File: src/osbsc_defs.svh
`ifndef OSBSC_DEFS_SVH
`define OSBSC_DEFS_SVH

// ****************************************************************
// Register indices; byte address is four times the index.
// ****************************************************************
`define OSBSC_IDX_OSC_CTRL    6'h25
`define OSBSC_IDX_SUP_CTRL    6'h26
`define OSBSC_IDX_FLAGS       6'h2B
`define OSBSC_IDX_INT_STATUS  6'h30
`define OSBSC_IDX_INT_CLEAR   6'h31
`define OSBSC_IDX_INT_ENABLE  6'h32
`define OSBSC_IDX_INTERRUPT_OUT_A_CTRL   6'h33

// ****************************************************************
// Field positions.
// ****************************************************************
`define OSBSC_OSC_INVERT      7
`define OSBSC_OSC_OFFSET_CAL_MODE        6
`define OSBSC_OSC_HOUR12      5
`define OSBSC_OSC_LOW_JITTER_SELECT        4
`define OSBSC_OSC_DRIVE_HI    3
`define OSBSC_OSC_DRIVE_LO    2
`define OSBSC_OSC_CAP_HI      1
`define OSBSC_OSC_CAP_LO      0
`define OSBSC_SUP_DISABLE     4
`define OSBSC_SUP_REFRESH     3
`define OSBSC_SUP_MODE_HI     2
`define OSBSC_SUP_MODE_LO     1
`define OSBSC_SUP_THRESH      0
`define OSBSC_SUP_MASK        8'h1F
`define OSBSC_FLAG_BACKUP     0
`define OSBSC_EVT_TO_BAT      0
`define OSBSC_EVT_TO_MAIN     1
`define OSBSC_INTERRUPT_OUT_A_EN         0
`define OSBSC_INTERRUPT_OUT_A_LEVEL      1
`define OSBSC_INTERRUPT_OUT_A_BATIND     2
`define OSBSC_INTERRUPT_OUT_A_CLK        3

// ****************************************************************
// Reset values and timing.
// ****************************************************************
`define OSBSC_RST_OSC_CTRL    8'h00
`define OSBSC_RST_SUP_CTRL    8'h00
`define OSBSC_CLK_PERIOD_NS   25
`define OSBSC_INT_PULSE_NS    7812500

`endif

File: src/osbsc_top_unused_placeholder.sv
`timescale 1ns/1ps
`default_nettype none
`default_nettype wire

File: src/osbsc_pkg.sv
package osbsc_pkg;

  typedef enum logic [1:0] {
    OSBSC_DRIVE_NORMAL = 2'h0,
    OSBSC_DRIVE_LOW    = 2'h1,
    OSBSC_DRIVE_HIGH   = 2'h2
  } osbsc_drive_t;

  typedef enum logic [1:0] {
    OSBSC_CAP_7P0  = 2'h0,
    OSBSC_CAP_6P0  = 2'h1,
    OSBSC_CAP_12P5 = 2'h2
  } osbsc_cap_t;

  typedef enum logic {
    OSBSC_SUP_MAIN = 1'b0,
    OSBSC_SUP_BAT  = 1'b1
  } osbsc_supply_t;

endpackage

File: src/osbsc_sup_if.sv
`timescale 1ns/1ps
`default_nettype none

interface osbsc_sup_if;
  logic on_battery;
  logic to_bat_evt;
  logic to_main_evt;

  modport mon  (output on_battery, output to_bat_evt, output to_main_evt);
  modport core (input on_battery, input to_bat_evt, input to_main_evt);
endinterface : osbsc_sup_if

`default_nettype wire

File: src/osbsc_supply_mon.sv
`timescale 1ns/1ps
`default_nettype none

module osbsc_supply_mon
  import osbsc_pkg::*;
(
  input  wire logic  clk_i,
  input  wire logic  rst_i,
  input  wire logic  battery_level_i,
  input  wire logic  switch_disable_i,
  osbsc_sup_if.mon   sup
);

  logic          sync_a;
  logic          sync_b;
  osbsc_supply_t state;
  osbsc_supply_t next_state;

  // A disabled changeover circuit never reports battery operation.
  wire logic want_bat = sync_b & ~switch_disable_i;

  always_ff @(posedge clk_i) begin
    if (rst_i) begin
      sync_a <= 1'b0;
      sync_b <= 1'b0;
    end else begin
      sync_a <= battery_level_i;
      sync_b <= sync_a;
    end
  end

  always_comb begin
    next_state = state;
    case (state)
      OSBSC_SUP_MAIN: if (want_bat) next_state = OSBSC_SUP_BAT;
      OSBSC_SUP_BAT:  if (!want_bat) next_state = OSBSC_SUP_MAIN;
      default:        next_state = OSBSC_SUP_MAIN;
    endcase
  end

  always_ff @(posedge clk_i) begin
    if (rst_i) begin
      state           <= OSBSC_SUP_MAIN;
      sup.to_bat_evt  <= 1'b0;
      sup.to_main_evt <= 1'b0;
    end else begin
      state           <= next_state;
      sup.to_bat_evt  <= (state == OSBSC_SUP_MAIN) && (next_state == OSBSC_SUP_BAT);
      sup.to_main_evt <= (state == OSBSC_SUP_BAT) && (next_state == OSBSC_SUP_MAIN);
    end
  end

  assign sup.on_battery = (state == OSBSC_SUP_BAT);

endmodule : osbsc_supply_mon

`default_nettype wire

File: src/osbsc_top.sv
`timescale 1ns/1ps
`default_nettype none
`include "osbsc_defs.svh"

// Notes on behaviour
// Oscillator control register at index 25h.
// Invert bit flips clock, moves low-jitter edge.
// Hour format bit selects 24 or 12-hour.
// Stop-watch mode ignores the hour format bit.
// Low jitter bit enables reduced-jitter clock output.
// Drive field: normal, low, high, high.
// Load cap field: 7.0, 6.0, 12.5, 12.5 pF.
// Software uses 7.0 pF for 9.0 pF crystals.
// Flag set on battery; readable only on main.
// Battery changeover gives pulse or static low.
// Battery: bus ignored, clock and stamp Hi-Z.
// Mechanical switch detector works on any supply.
// Interrupt pin stays active, clock function disabled.
// Supply switch control register at index 26h.
// Disable bit shuts the whole changeover circuit.
// Flag stays set until software clears it.
// Every changeover pulses, even with flag set.
// Supply state synchronised before use.
// Registers reset to zero, unused bits zero.
module osbsc_top
  import osbsc_pkg::*;
#(
  parameter int PULSE_CYCLES = `OSBSC_INT_PULSE_NS / `OSBSC_CLK_PERIOD_NS
) (
  input  wire logic        clk_i,
  input  wire logic        rst_i,
  input  wire logic        wb_cyc_i,
  input  wire logic        wb_stb_i,
  input  wire logic        wb_we_i,
  input  wire logic [7:0]  wb_adr_i,
  input  wire logic [3:0]  wb_sel_i,
  input  wire logic [31:0] wb_dat_i,
  output logic      [31:0] wb_dat_o,
  output logic             wb_ack_o,
  input  wire logic        battery_level_i,
  input  wire logic        stopwatch_mode_i,
  input  wire logic        clk_sel_i,
  input  wire logic        scl_i,
  input  wire logic        sda_i,
  input  wire logic        ts_out_i,
  input  wire logic        ts_out_en_i,
  input  wire logic        ts_digital_i,
  input  wire logic        ts_switch_i,
  output logic             clk_out_o,
  output logic             clk_out_oe_o,
  output logic             scl_gated_o,
  output logic             sda_gated_o,
  output logic             ts_out_o,
  output logic             ts_out_oe_o,
  output logic             ts_digital_o,
  output logic             ts_switch_o,
  output logic             int_a_o,
  output logic             int_a_oe_o,
  output logic             irq_o,
  output logic             on_battery_o,
  output logic             hour_12h_o,
  output logic             offset_cal_mode_o,
  output logic             low_jitter_o,
  output logic             low_jitter_falling_o,
  output osbsc_drive_t     drive_level_o,
  output osbsc_cap_t       load_cap_o,
  output logic             switch_disable_o,
  output logic             switch_refresh_o,
  output logic [1:0]       switch_mode_o,
  output logic             switch_threshold_o
);

  // ****************************************************************
  // Parameter checks.
  // ****************************************************************
  localparam int CW = $clog2(PULSE_CYCLES + 1);

  generate
    if (PULSE_CYCLES < 1) begin : g_bad_pulse
      $error("PULSE_CYCLES must be at least one");
    end
  endgenerate

  // ****************************************************************
  // Decode helpers.
  // ****************************************************************
  function automatic osbsc_drive_t decode_drive(input logic [1:0] code);
    osbsc_drive_t d;
    case (code)
      2'h0:    d = OSBSC_DRIVE_NORMAL;
      2'h1:    d = OSBSC_DRIVE_LOW;
      default: d = OSBSC_DRIVE_HIGH;
    endcase
    return d;
  endfunction

  function automatic osbsc_cap_t decode_cap(input logic [1:0] code);
    osbsc_cap_t c;
    case (code)
      2'h0:    c = OSBSC_CAP_7P0;
      2'h1:    c = OSBSC_CAP_6P0;
      default: c = OSBSC_CAP_12P5;
    endcase
    return c;
  endfunction

  // ****************************************************************
  // Register state.
  // ****************************************************************
  logic [7:0]    osc_ctrl;
  logic [7:0]    sup_ctrl;
  logic          backup_switch_flag;
  logic [1:0]    int_status;
  logic [1:0]    int_enable;
  logic [3:0]    interrupt_out_a_ctrl;
  logic [CW-1:0] pulse_cnt;

  osbsc_sup_if sup ();

  osbsc_supply_mon u_mon (
    .clk_i            (clk_i),
    .rst_i            (rst_i),
    .battery_level_i  (battery_level_i),
    .switch_disable_i (sup_ctrl[`OSBSC_SUP_DISABLE]),
    .sup              (sup.mon)
  );

  // ****************************************************************
  // Bus decode.
  // ****************************************************************
  // On battery the host side is dead, so accesses are still answered to
  // avoid a hung master, but writes are dropped and reads return zero.
  wire logic       on_bat   = sup.on_battery;
  wire logic [5:0] idx      = wb_adr_i[7:2];
  wire logic       req      = wb_cyc_i & wb_stb_i & ~wb_ack_o;
  wire logic       wr_ok    = req & wb_we_i & wb_sel_i[0] & ~on_bat;
  wire logic [7:0] wbyte    = wb_dat_i[7:0];
  wire logic       wr_osc   = wr_ok & (idx == `OSBSC_IDX_OSC_CTRL);
  wire logic       wr_sup   = wr_ok & (idx == `OSBSC_IDX_SUP_CTRL);
  wire logic       wr_flags = wr_ok & (idx == `OSBSC_IDX_FLAGS);
  wire logic       wr_clr   = wr_ok & (idx == `OSBSC_IDX_INT_CLEAR);
  wire logic       wr_ien   = wr_ok & (idx == `OSBSC_IDX_INT_ENABLE);
  wire logic       wr_interrupt_out_a  = wr_ok & (idx == `OSBSC_IDX_INTERRUPT_OUT_A_CTRL);
  wire logic [1:0] events   = {sup.to_main_evt, sup.to_bat_evt};

  logic [7:0] rd_byte;

  always_comb begin
    rd_byte = 8'h00;
    case (idx)
      `OSBSC_IDX_OSC_CTRL:   rd_byte = osc_ctrl;
      `OSBSC_IDX_SUP_CTRL:   rd_byte = sup_ctrl & `OSBSC_SUP_MASK;
      `OSBSC_IDX_FLAGS:      rd_byte = {7'h00, backup_switch_flag};
      `OSBSC_IDX_INT_STATUS: rd_byte = {6'h00, int_status};
      `OSBSC_IDX_INT_ENABLE: rd_byte = {6'h00, int_enable};
      `OSBSC_IDX_INTERRUPT_OUT_A_CTRL:  rd_byte = {4'h0, interrupt_out_a_ctrl};
      default:               rd_byte = 8'h00;
    endcase
  end

  // ****************************************************************
  // Bus slave.
  // ****************************************************************
  always_ff @(posedge clk_i) begin
    if (rst_i) begin
      wb_ack_o <= 1'b0;
      wb_dat_o <= 32'h0000_0000;
    end else begin
      wb_ack_o <= req;
      wb_dat_o <= (req && !on_bat) ? {24'h00_0000, rd_byte} : 32'h0000_0000;
    end
  end

  // ****************************************************************
  // Control registers.
  // ****************************************************************
  always_ff @(posedge clk_i) begin
    if (rst_i) begin
      osc_ctrl  <= `OSBSC_RST_OSC_CTRL;
      sup_ctrl  <= `OSBSC_RST_SUP_CTRL;
      int_enable <= 2'h0;
      interrupt_out_a_ctrl <= 4'h0;
    end else begin
      if (wr_osc) osc_ctrl <= wbyte;
      if (wr_sup) sup_ctrl <= wbyte & `OSBSC_SUP_MASK;
      if (wr_ien) int_enable <= wbyte[1:0];
      if (wr_interrupt_out_a) interrupt_out_a_ctrl <= wbyte[3:0];
    end
  end

  // ****************************************************************
  // Flag and sticky status.
  // ****************************************************************
  // A changeover in the same cycle as a clear wins, so no event is lost.
  always_ff @(posedge clk_i) begin
    if (rst_i) begin
      backup_switch_flag <= 1'b0;
      int_status         <= 2'h0;
    end else begin
      if (sup.to_bat_evt) begin
        backup_switch_flag <= 1'b1;
      end else if (wr_flags && !wbyte[`OSBSC_FLAG_BACKUP]) begin
        backup_switch_flag <= 1'b0;
      end
      int_status <= events | (int_status & ~(wr_clr ? wbyte[1:0] : 2'h0));
    end
  end

  // ****************************************************************
  // Interrupt pin.
  // ****************************************************************
  // The pulse length stands in for one to two slow-clock periods; it is
  // restarted by each changeover, so back-to-back switches still pulse.
  wire logic chg_int   = interrupt_out_a_ctrl[`OSBSC_INTERRUPT_OUT_A_EN];
  wire logic pulse_go  = chg_int & (sup.to_bat_evt | sup.to_main_evt);
  wire logic pulse_on  = (pulse_cnt != '0);
  wire logic level_on  = chg_int & backup_switch_flag;
  wire logic assert_lo = interrupt_out_a_ctrl[`OSBSC_INTERRUPT_OUT_A_BATIND] ? on_bat :
                         interrupt_out_a_ctrl[`OSBSC_INTERRUPT_OUT_A_LEVEL]  ? level_on : pulse_on;
  wire logic clk_mode  = interrupt_out_a_ctrl[`OSBSC_INTERRUPT_OUT_A_CLK] & ~interrupt_out_a_ctrl[`OSBSC_INTERRUPT_OUT_A_BATIND];
  wire logic clk_src   = clk_sel_i ^ osc_ctrl[`OSBSC_OSC_INVERT];
  wire logic interrupt_out_a_low  = (clk_mode && !on_bat) ? ~clk_src : assert_lo;

  always_ff @(posedge clk_i) begin
    if (rst_i) begin
      pulse_cnt <= '0;
    end else if (pulse_go) begin
      pulse_cnt <= CW'(PULSE_CYCLES);
    end else if (pulse_on) begin
      pulse_cnt <= pulse_cnt - CW'(1);
    end
  end

  // ****************************************************************
  // Pin and configuration outputs.
  // ****************************************************************
  always_ff @(posedge clk_i) begin
    if (rst_i) begin
      clk_out_o            <= 1'b0;
      clk_out_oe_o         <= 1'b0;
      scl_gated_o          <= 1'b1;
      sda_gated_o          <= 1'b1;
      ts_out_o             <= 1'b0;
      ts_out_oe_o          <= 1'b0;
      ts_digital_o         <= 1'b0;
      ts_switch_o          <= 1'b1;
      int_a_o              <= 1'b0;
      int_a_oe_o           <= 1'b0;
      irq_o                <= 1'b0;
      on_battery_o         <= 1'b0;
    end else begin
      clk_out_o            <= on_bat ? 1'b0 : clk_src;
      clk_out_oe_o         <= ~on_bat;
      scl_gated_o          <= on_bat ? 1'b1 : scl_i;
      sda_gated_o          <= on_bat ? 1'b1 : sda_i;
      ts_out_o             <= on_bat ? 1'b0 : ts_out_i;
      ts_out_oe_o          <= ts_out_en_i & ~on_bat;
      ts_digital_o         <= on_bat ? 1'b0 : ts_digital_i;
      ts_switch_o          <= ts_switch_i;
      int_a_o              <= 1'b0;
      int_a_oe_o           <= interrupt_out_a_low;
      irq_o                <= |(int_status & int_enable);
      on_battery_o         <= on_bat;
    end
  end

  always_ff @(posedge clk_i) begin
    if (rst_i) begin
      hour_12h_o           <= 1'b0;
      offset_cal_mode_o    <= 1'b0;
      low_jitter_o         <= 1'b0;
      low_jitter_falling_o <= 1'b0;
      drive_level_o        <= OSBSC_DRIVE_NORMAL;
      load_cap_o           <= OSBSC_CAP_7P0;
      switch_disable_o     <= 1'b0;
      switch_refresh_o     <= 1'b0;
      switch_mode_o        <= 2'h0;
      switch_threshold_o   <= 1'b0;
    end else begin
      hour_12h_o           <= osc_ctrl[`OSBSC_OSC_HOUR12] & ~stopwatch_mode_i;
      offset_cal_mode_o    <= osc_ctrl[`OSBSC_OSC_OFFSET_CAL_MODE];
      low_jitter_o         <= osc_ctrl[`OSBSC_OSC_LOW_JITTER_SELECT];
      low_jitter_falling_o <= osc_ctrl[`OSBSC_OSC_INVERT];
      drive_level_o        <= decode_drive(osc_ctrl[`OSBSC_OSC_DRIVE_HI:`OSBSC_OSC_DRIVE_LO]);
      load_cap_o           <= decode_cap(osc_ctrl[`OSBSC_OSC_CAP_HI:`OSBSC_OSC_CAP_LO]);
      switch_disable_o     <= sup_ctrl[`OSBSC_SUP_DISABLE];
      switch_refresh_o     <= sup_ctrl[`OSBSC_SUP_REFRESH];
      switch_mode_o        <= sup_ctrl[`OSBSC_SUP_MODE_HI:`OSBSC_SUP_MODE_LO];
      switch_threshold_o   <= sup_ctrl[`OSBSC_SUP_THRESH];
    end
  end

endmodule : osbsc_top

`default_nettype wire

File: config.mk
export PLATFORM = sky130hd
export DESIGN_NAME = osbsc_top
export DESIGN_NICKNAME = d
export VERILOG_FILES = /design/src/osbsc_top_unused_placeholder.sv /design/src/osbsc_pkg.sv /design/src/osbsc_sup_if.sv /design/src/osbsc_supply_mon.sv /design/src/osbsc_top.sv
export VERILOG_INCLUDE_DIRS = /design/src
export SDC_FILE = /design/constraint.sdc
export NUM_CORES = 1
export LEC_CHECK = 0
export BUFFER_PORTS_ARGS = -buffer_cell sky130_fd_sc_hd__buf_2
export CORE_ASPECT_RATIO = 0.7
export CORE_UTILIZATION = 40
export DETAILED_ROUTE_END_ITERATION = 6
export PLACE_DENSITY = 0.75
export SYNTH_ARGS = -nofsm -noshare
export SYNTH_HDL_FRONTEND = slang
export SYNTH_SLANG_ARGS = --single-unit
File: constraint.sdc
create_clock -name clk_i -period 2.3 [get_ports clk_i]
set_clock_uncertainty 0.1 [all_clocks]
set_input_delay 0.345 -clock clk_i [delete_from_list [all_inputs] [get_ports clk_i]]
set_output_delay 0.345 -clock clk_i [all_outputs]
set_load 0.01 [all_outputs]
==> summary.md <==
| Metric | Value |
|---|---|
| Final worst setup slack | 0.240 ns |
| Final period util | between 80% and 90% |
| Clk Latency, worst-skew pair | 0.33 ns |
| Psw | 1.64 mW |
| First-pass DRT Iterations | 4 |
| Area grow syn2layout | 20.1% |
| CP endpoint kind | register |
| Die H | 80.1 microns |
| Gpl congestion | 0.849 |
| CP peak stage delay | 0.61 ns |
| H-tree depth | 3 |
| DRC viols | 0 |
| Status | complete, no violations |
| Core ar. | 8440 sq um |
| Share of post-route cells with drive strength above 1 | between 20% and 30% |
| Internal | slightly above 3 mW |
| LEAKAGE | roughly 1.7 nW |
| DR vias | 2831 |
| Ys flop type | dfxtp_1 |
| I/O Pins | 116 |
| Final setup violation count | 0 |
| Final setup TNS | 0 ns |
| Nets | slightly below 500 |
| Mux cell area share after synthesis | 6.97% |
| Max-Cap Viols | 0 |
| Flop pwr share | 36.4% |
| Compound-Gate Fraction of Synth Area | 12.4% |
| Wirelength, routed | 7610 microns |
| DIE WIDTH | 114 microns |
| N_diodes | 0 |
| Netlist Area Pre-Place | ~3500 sq um |
| First-pass GRT wire length | 12500 microns |
| Crit Path Category | reg -> reg |
| Sequential area share after synthesis | 45.4% |
| Mean post-synth cell area | 9.68 sq um |
| Sequential cell area | 1580 sq um |
| Total grt overflow | 0 |
| Hold buffer count at cts | 0 |
| Gr usage total | 18.0% |
| Seq cells post-synth | 79 |
| Final Max Tran Viols | 0 |
| # Post-CTS Setup Buffers | 0 |
| Fraction of registers with async set/reset | 0% |
| Root buffer cell | clkbuf_16 |
| Area of the multi-input gates | ~1700 sq um |
| Post-synthesis simple-gate area fraction | around a quarter |
| Total CTS buffers | 9 |
| CTS tree | done |
| Shortest period the worst path allows | 2.06 ns |
| Worst-Margin Slew | 0.687 ns |
| Synth unique cells | 58 |
| PortBufs | 61 |
| Worst slack at placement | roughly 0.32 ns |
| Cells after Synth | 360 |
| Final Hold Viols | 0 |
| RSZ-0062 raised after global routing | no |
| Starting DRT DRC Count | 333 |
| Hold WC Path Type | in -> reg |
| Starting Density | between 40 and 50% |
| Critical Path AT | 2.22 ns |
| # clock sinks | 79 |
| Synth Warn # | 0 |
| Max clock buf depth | 2 |
| Post-DR wirelength/cell | 13.8 microns |
| Logic pwr share | 31.2% |
| Die area | 9090 sq um |
| Post-synth EDFFs | 0 |
| Initial antenna violation count | 0 |
| CP max-delay cell | a2111oi_0 |
| Sw Ratio | 34.6% |
| Critical Path RT | 2.46 ns |
| Main combinational cell family by area after synthesis | simple AND/OR/NAND/NOR gates |
| Max_slew headroom | a little over half |
| Pwr Density | 1130 nW/um^2 |
| Hold Path Origin | stopwatch_mode_i |
| CP Cell Sequence | inv_1, ha_1, or4b_4, nor2_2, a2111oi_0, mux2i_1 |
| Number of global-route vias before repair | 2567 |
| CTS clk-pin slew, worst paths | about 0.06 ns |
| CTS resizes | 0 |
| FF-to-FF Start | pulse_cnt[0] |
| VDD IR-drop max | 0.659 mV |
| HPWL after DPL | 5390 microns |
| Achievable Freq | around 490 MHz |
| Buf/Inv on CP | 1 |
| CP Max Fanout | 6 |
| Clock Power Share | 32.4% |
| Num rows | 28 |
| Largest delay contributor family on the critical path | compound AO/OA/AOI/OAI gates |
| Via density | approximately 5.1 |
| Fill cells | slightly below 800 |
| Worst setup path start | pulse_cnt[0] |
| Adder-cell area share of the yosys netlist | 0.359% |
| CP startpoint kind | register |
| Largest net degree at the start of global routing | 65 |
| Final ANT Viol Nets | 0 |
| XOR/XNOR share of the synthesized area | 0.503% |
## cell usage in the layout (no fill, tap or decap), types with 3 or more instances in the layout
| cell | instances |
|---|---|
| and2_1 | 4 |
| o21ai_0 | 9 |
| inv_1 | 15 |
| a31oi_1 | 3 |
| dfxtp_1 | 79 |
| buf_2 | 61 |
| nor4_2 | 3 |
| nand4bb_1 | 3 |
| nand2_1 | 16 |
| or3_1 | 9 |
| nand4_1 | 4 |
| or2_2 | 3 |
| and3_1 | 6 |
| nor4_4 | 4 |
| nor3b_1 | 3 |
| nor2_1 | 42 |
| buf_4 | 8 |
| conb_1 | 25 |
| a22oi_1 | 7 |
| a211oi_1 | 6 |
| a21oi_1 | 16 |
| nor2b_1 | 12 |
| clkbuf_16 | 9 |
| a311oi_1 | 3 |
| o41ai_1 | 4 |
| nor3_1 | 10 |
| nand2b_1 | 3 |
| mux2i_1 | 22 |
## power by group through the flow
stage | Clock (mW) | Sequential (mW) | Combinational (mW)
finish | 1.53 | 1.72 | 1.48
global route | 1.62 | 1.74 | 1.64
CTS | 1.56 | 1.72 | 1.47
detailed placement | 0 | 1.74 | 1.43
global placement | 0 | 1.73 | 1.39
floorplan | 0 | 1.71 | 1.17
## worst paths after layout
path             endpoint  slack (ns)  cells past startpoint
min reg2reg  u_mon.sync_b        0.34                      1
min            hour_12h_o        0.08                      2
max reg2reg  pulse_cnt[3]        0.24                      6
max          pulse_cnt[3]        0.24                      6
## metal layers
layer | global-route usage [%] | part of all wire, % | vias to the layer above | routed length (microns)
met5 | 0 | 0 | - | 0
met4 | 7.50 | 0.33 | 0 | 25
met3 | 5.66 | 6.9 | 2 | 523
met2 | 26.6 | 44 | 91 | 3320
met1 | 24.1 | 49 | 1363 | 3740
li1 | - | - | 1375 | -
## cell families after synthesis
| family | after synthesis |
|---|---|
| simple gates | 140 |
| flops | 79 |
| compound gates | 62 |
| buf+inv | 51 |
| mux | 24 |
| xor+xnor | 2 |
| fa+ha+maj | 1 |
| other cells | 1 |
## state kept, by name (all words and copies together) (netlist names), 2 cells and up
name,cells
pulse_cnt,19
osc_ctrl,8
wb_dat_o,8
sup_ctrl,5
interrupt_out_a_ctrl,4
drive_level_o,2
int_enable,2
int_status,2
load_cap_o,2
switch_mode_o,2
## synthesized netlist by cell type (all sizes together), types with 4 or more instances
cell type  instances  share of area [%]
nand2             16                1.7
buf               29                6.3
o21ai              9                1.3
and3               7                1.3
and2               4               0.72
inv               15                1.6
dfxtp             79                 45
a22oi              7                1.5
nor3              12                2.0
nor2b             12                2.2
a211oi             6                1.3
clkbuf             7               0.75
or3               10                1.8
mux2i             22                6.3
o41ai              4                1.0
nand4              4               0.72
nor2              43                4.7
a21oi             16                2.3
nor4               7                3.5
## stage by stage
stage / util [%] / instance area (sq um) / power (mW) / cells / hold slack [ns]
after floorplan: - / 3570 / 2.88 / 384 / 0.314
after global placement: 45.8 / 3860 / 3.12 / 538 / 0.319
after global routing: 49.6 / 4190 / 5.00 / 553 / 0.0664
after detailed placement: 45.8 / 3860 / 3.16 / 538 / 0.324
final: 49.6 / 4190 / 4.73 / 553 / 0.0763
after CTS: 49.6 / 4190 / 4.74 / 553 / 0.0625
## area by class of cell
cell class              instances  area share, %
inverters                      15           1.35
well taps                     120           3.59
clock inverters                 4           1.85
multi-input cells             254           40.4
clock buffers                  11           5.80
flip-flops and latches         79           37.8
repair buffers                 70           9.21
Note: power is estimated with default switching activity, not from simulation.
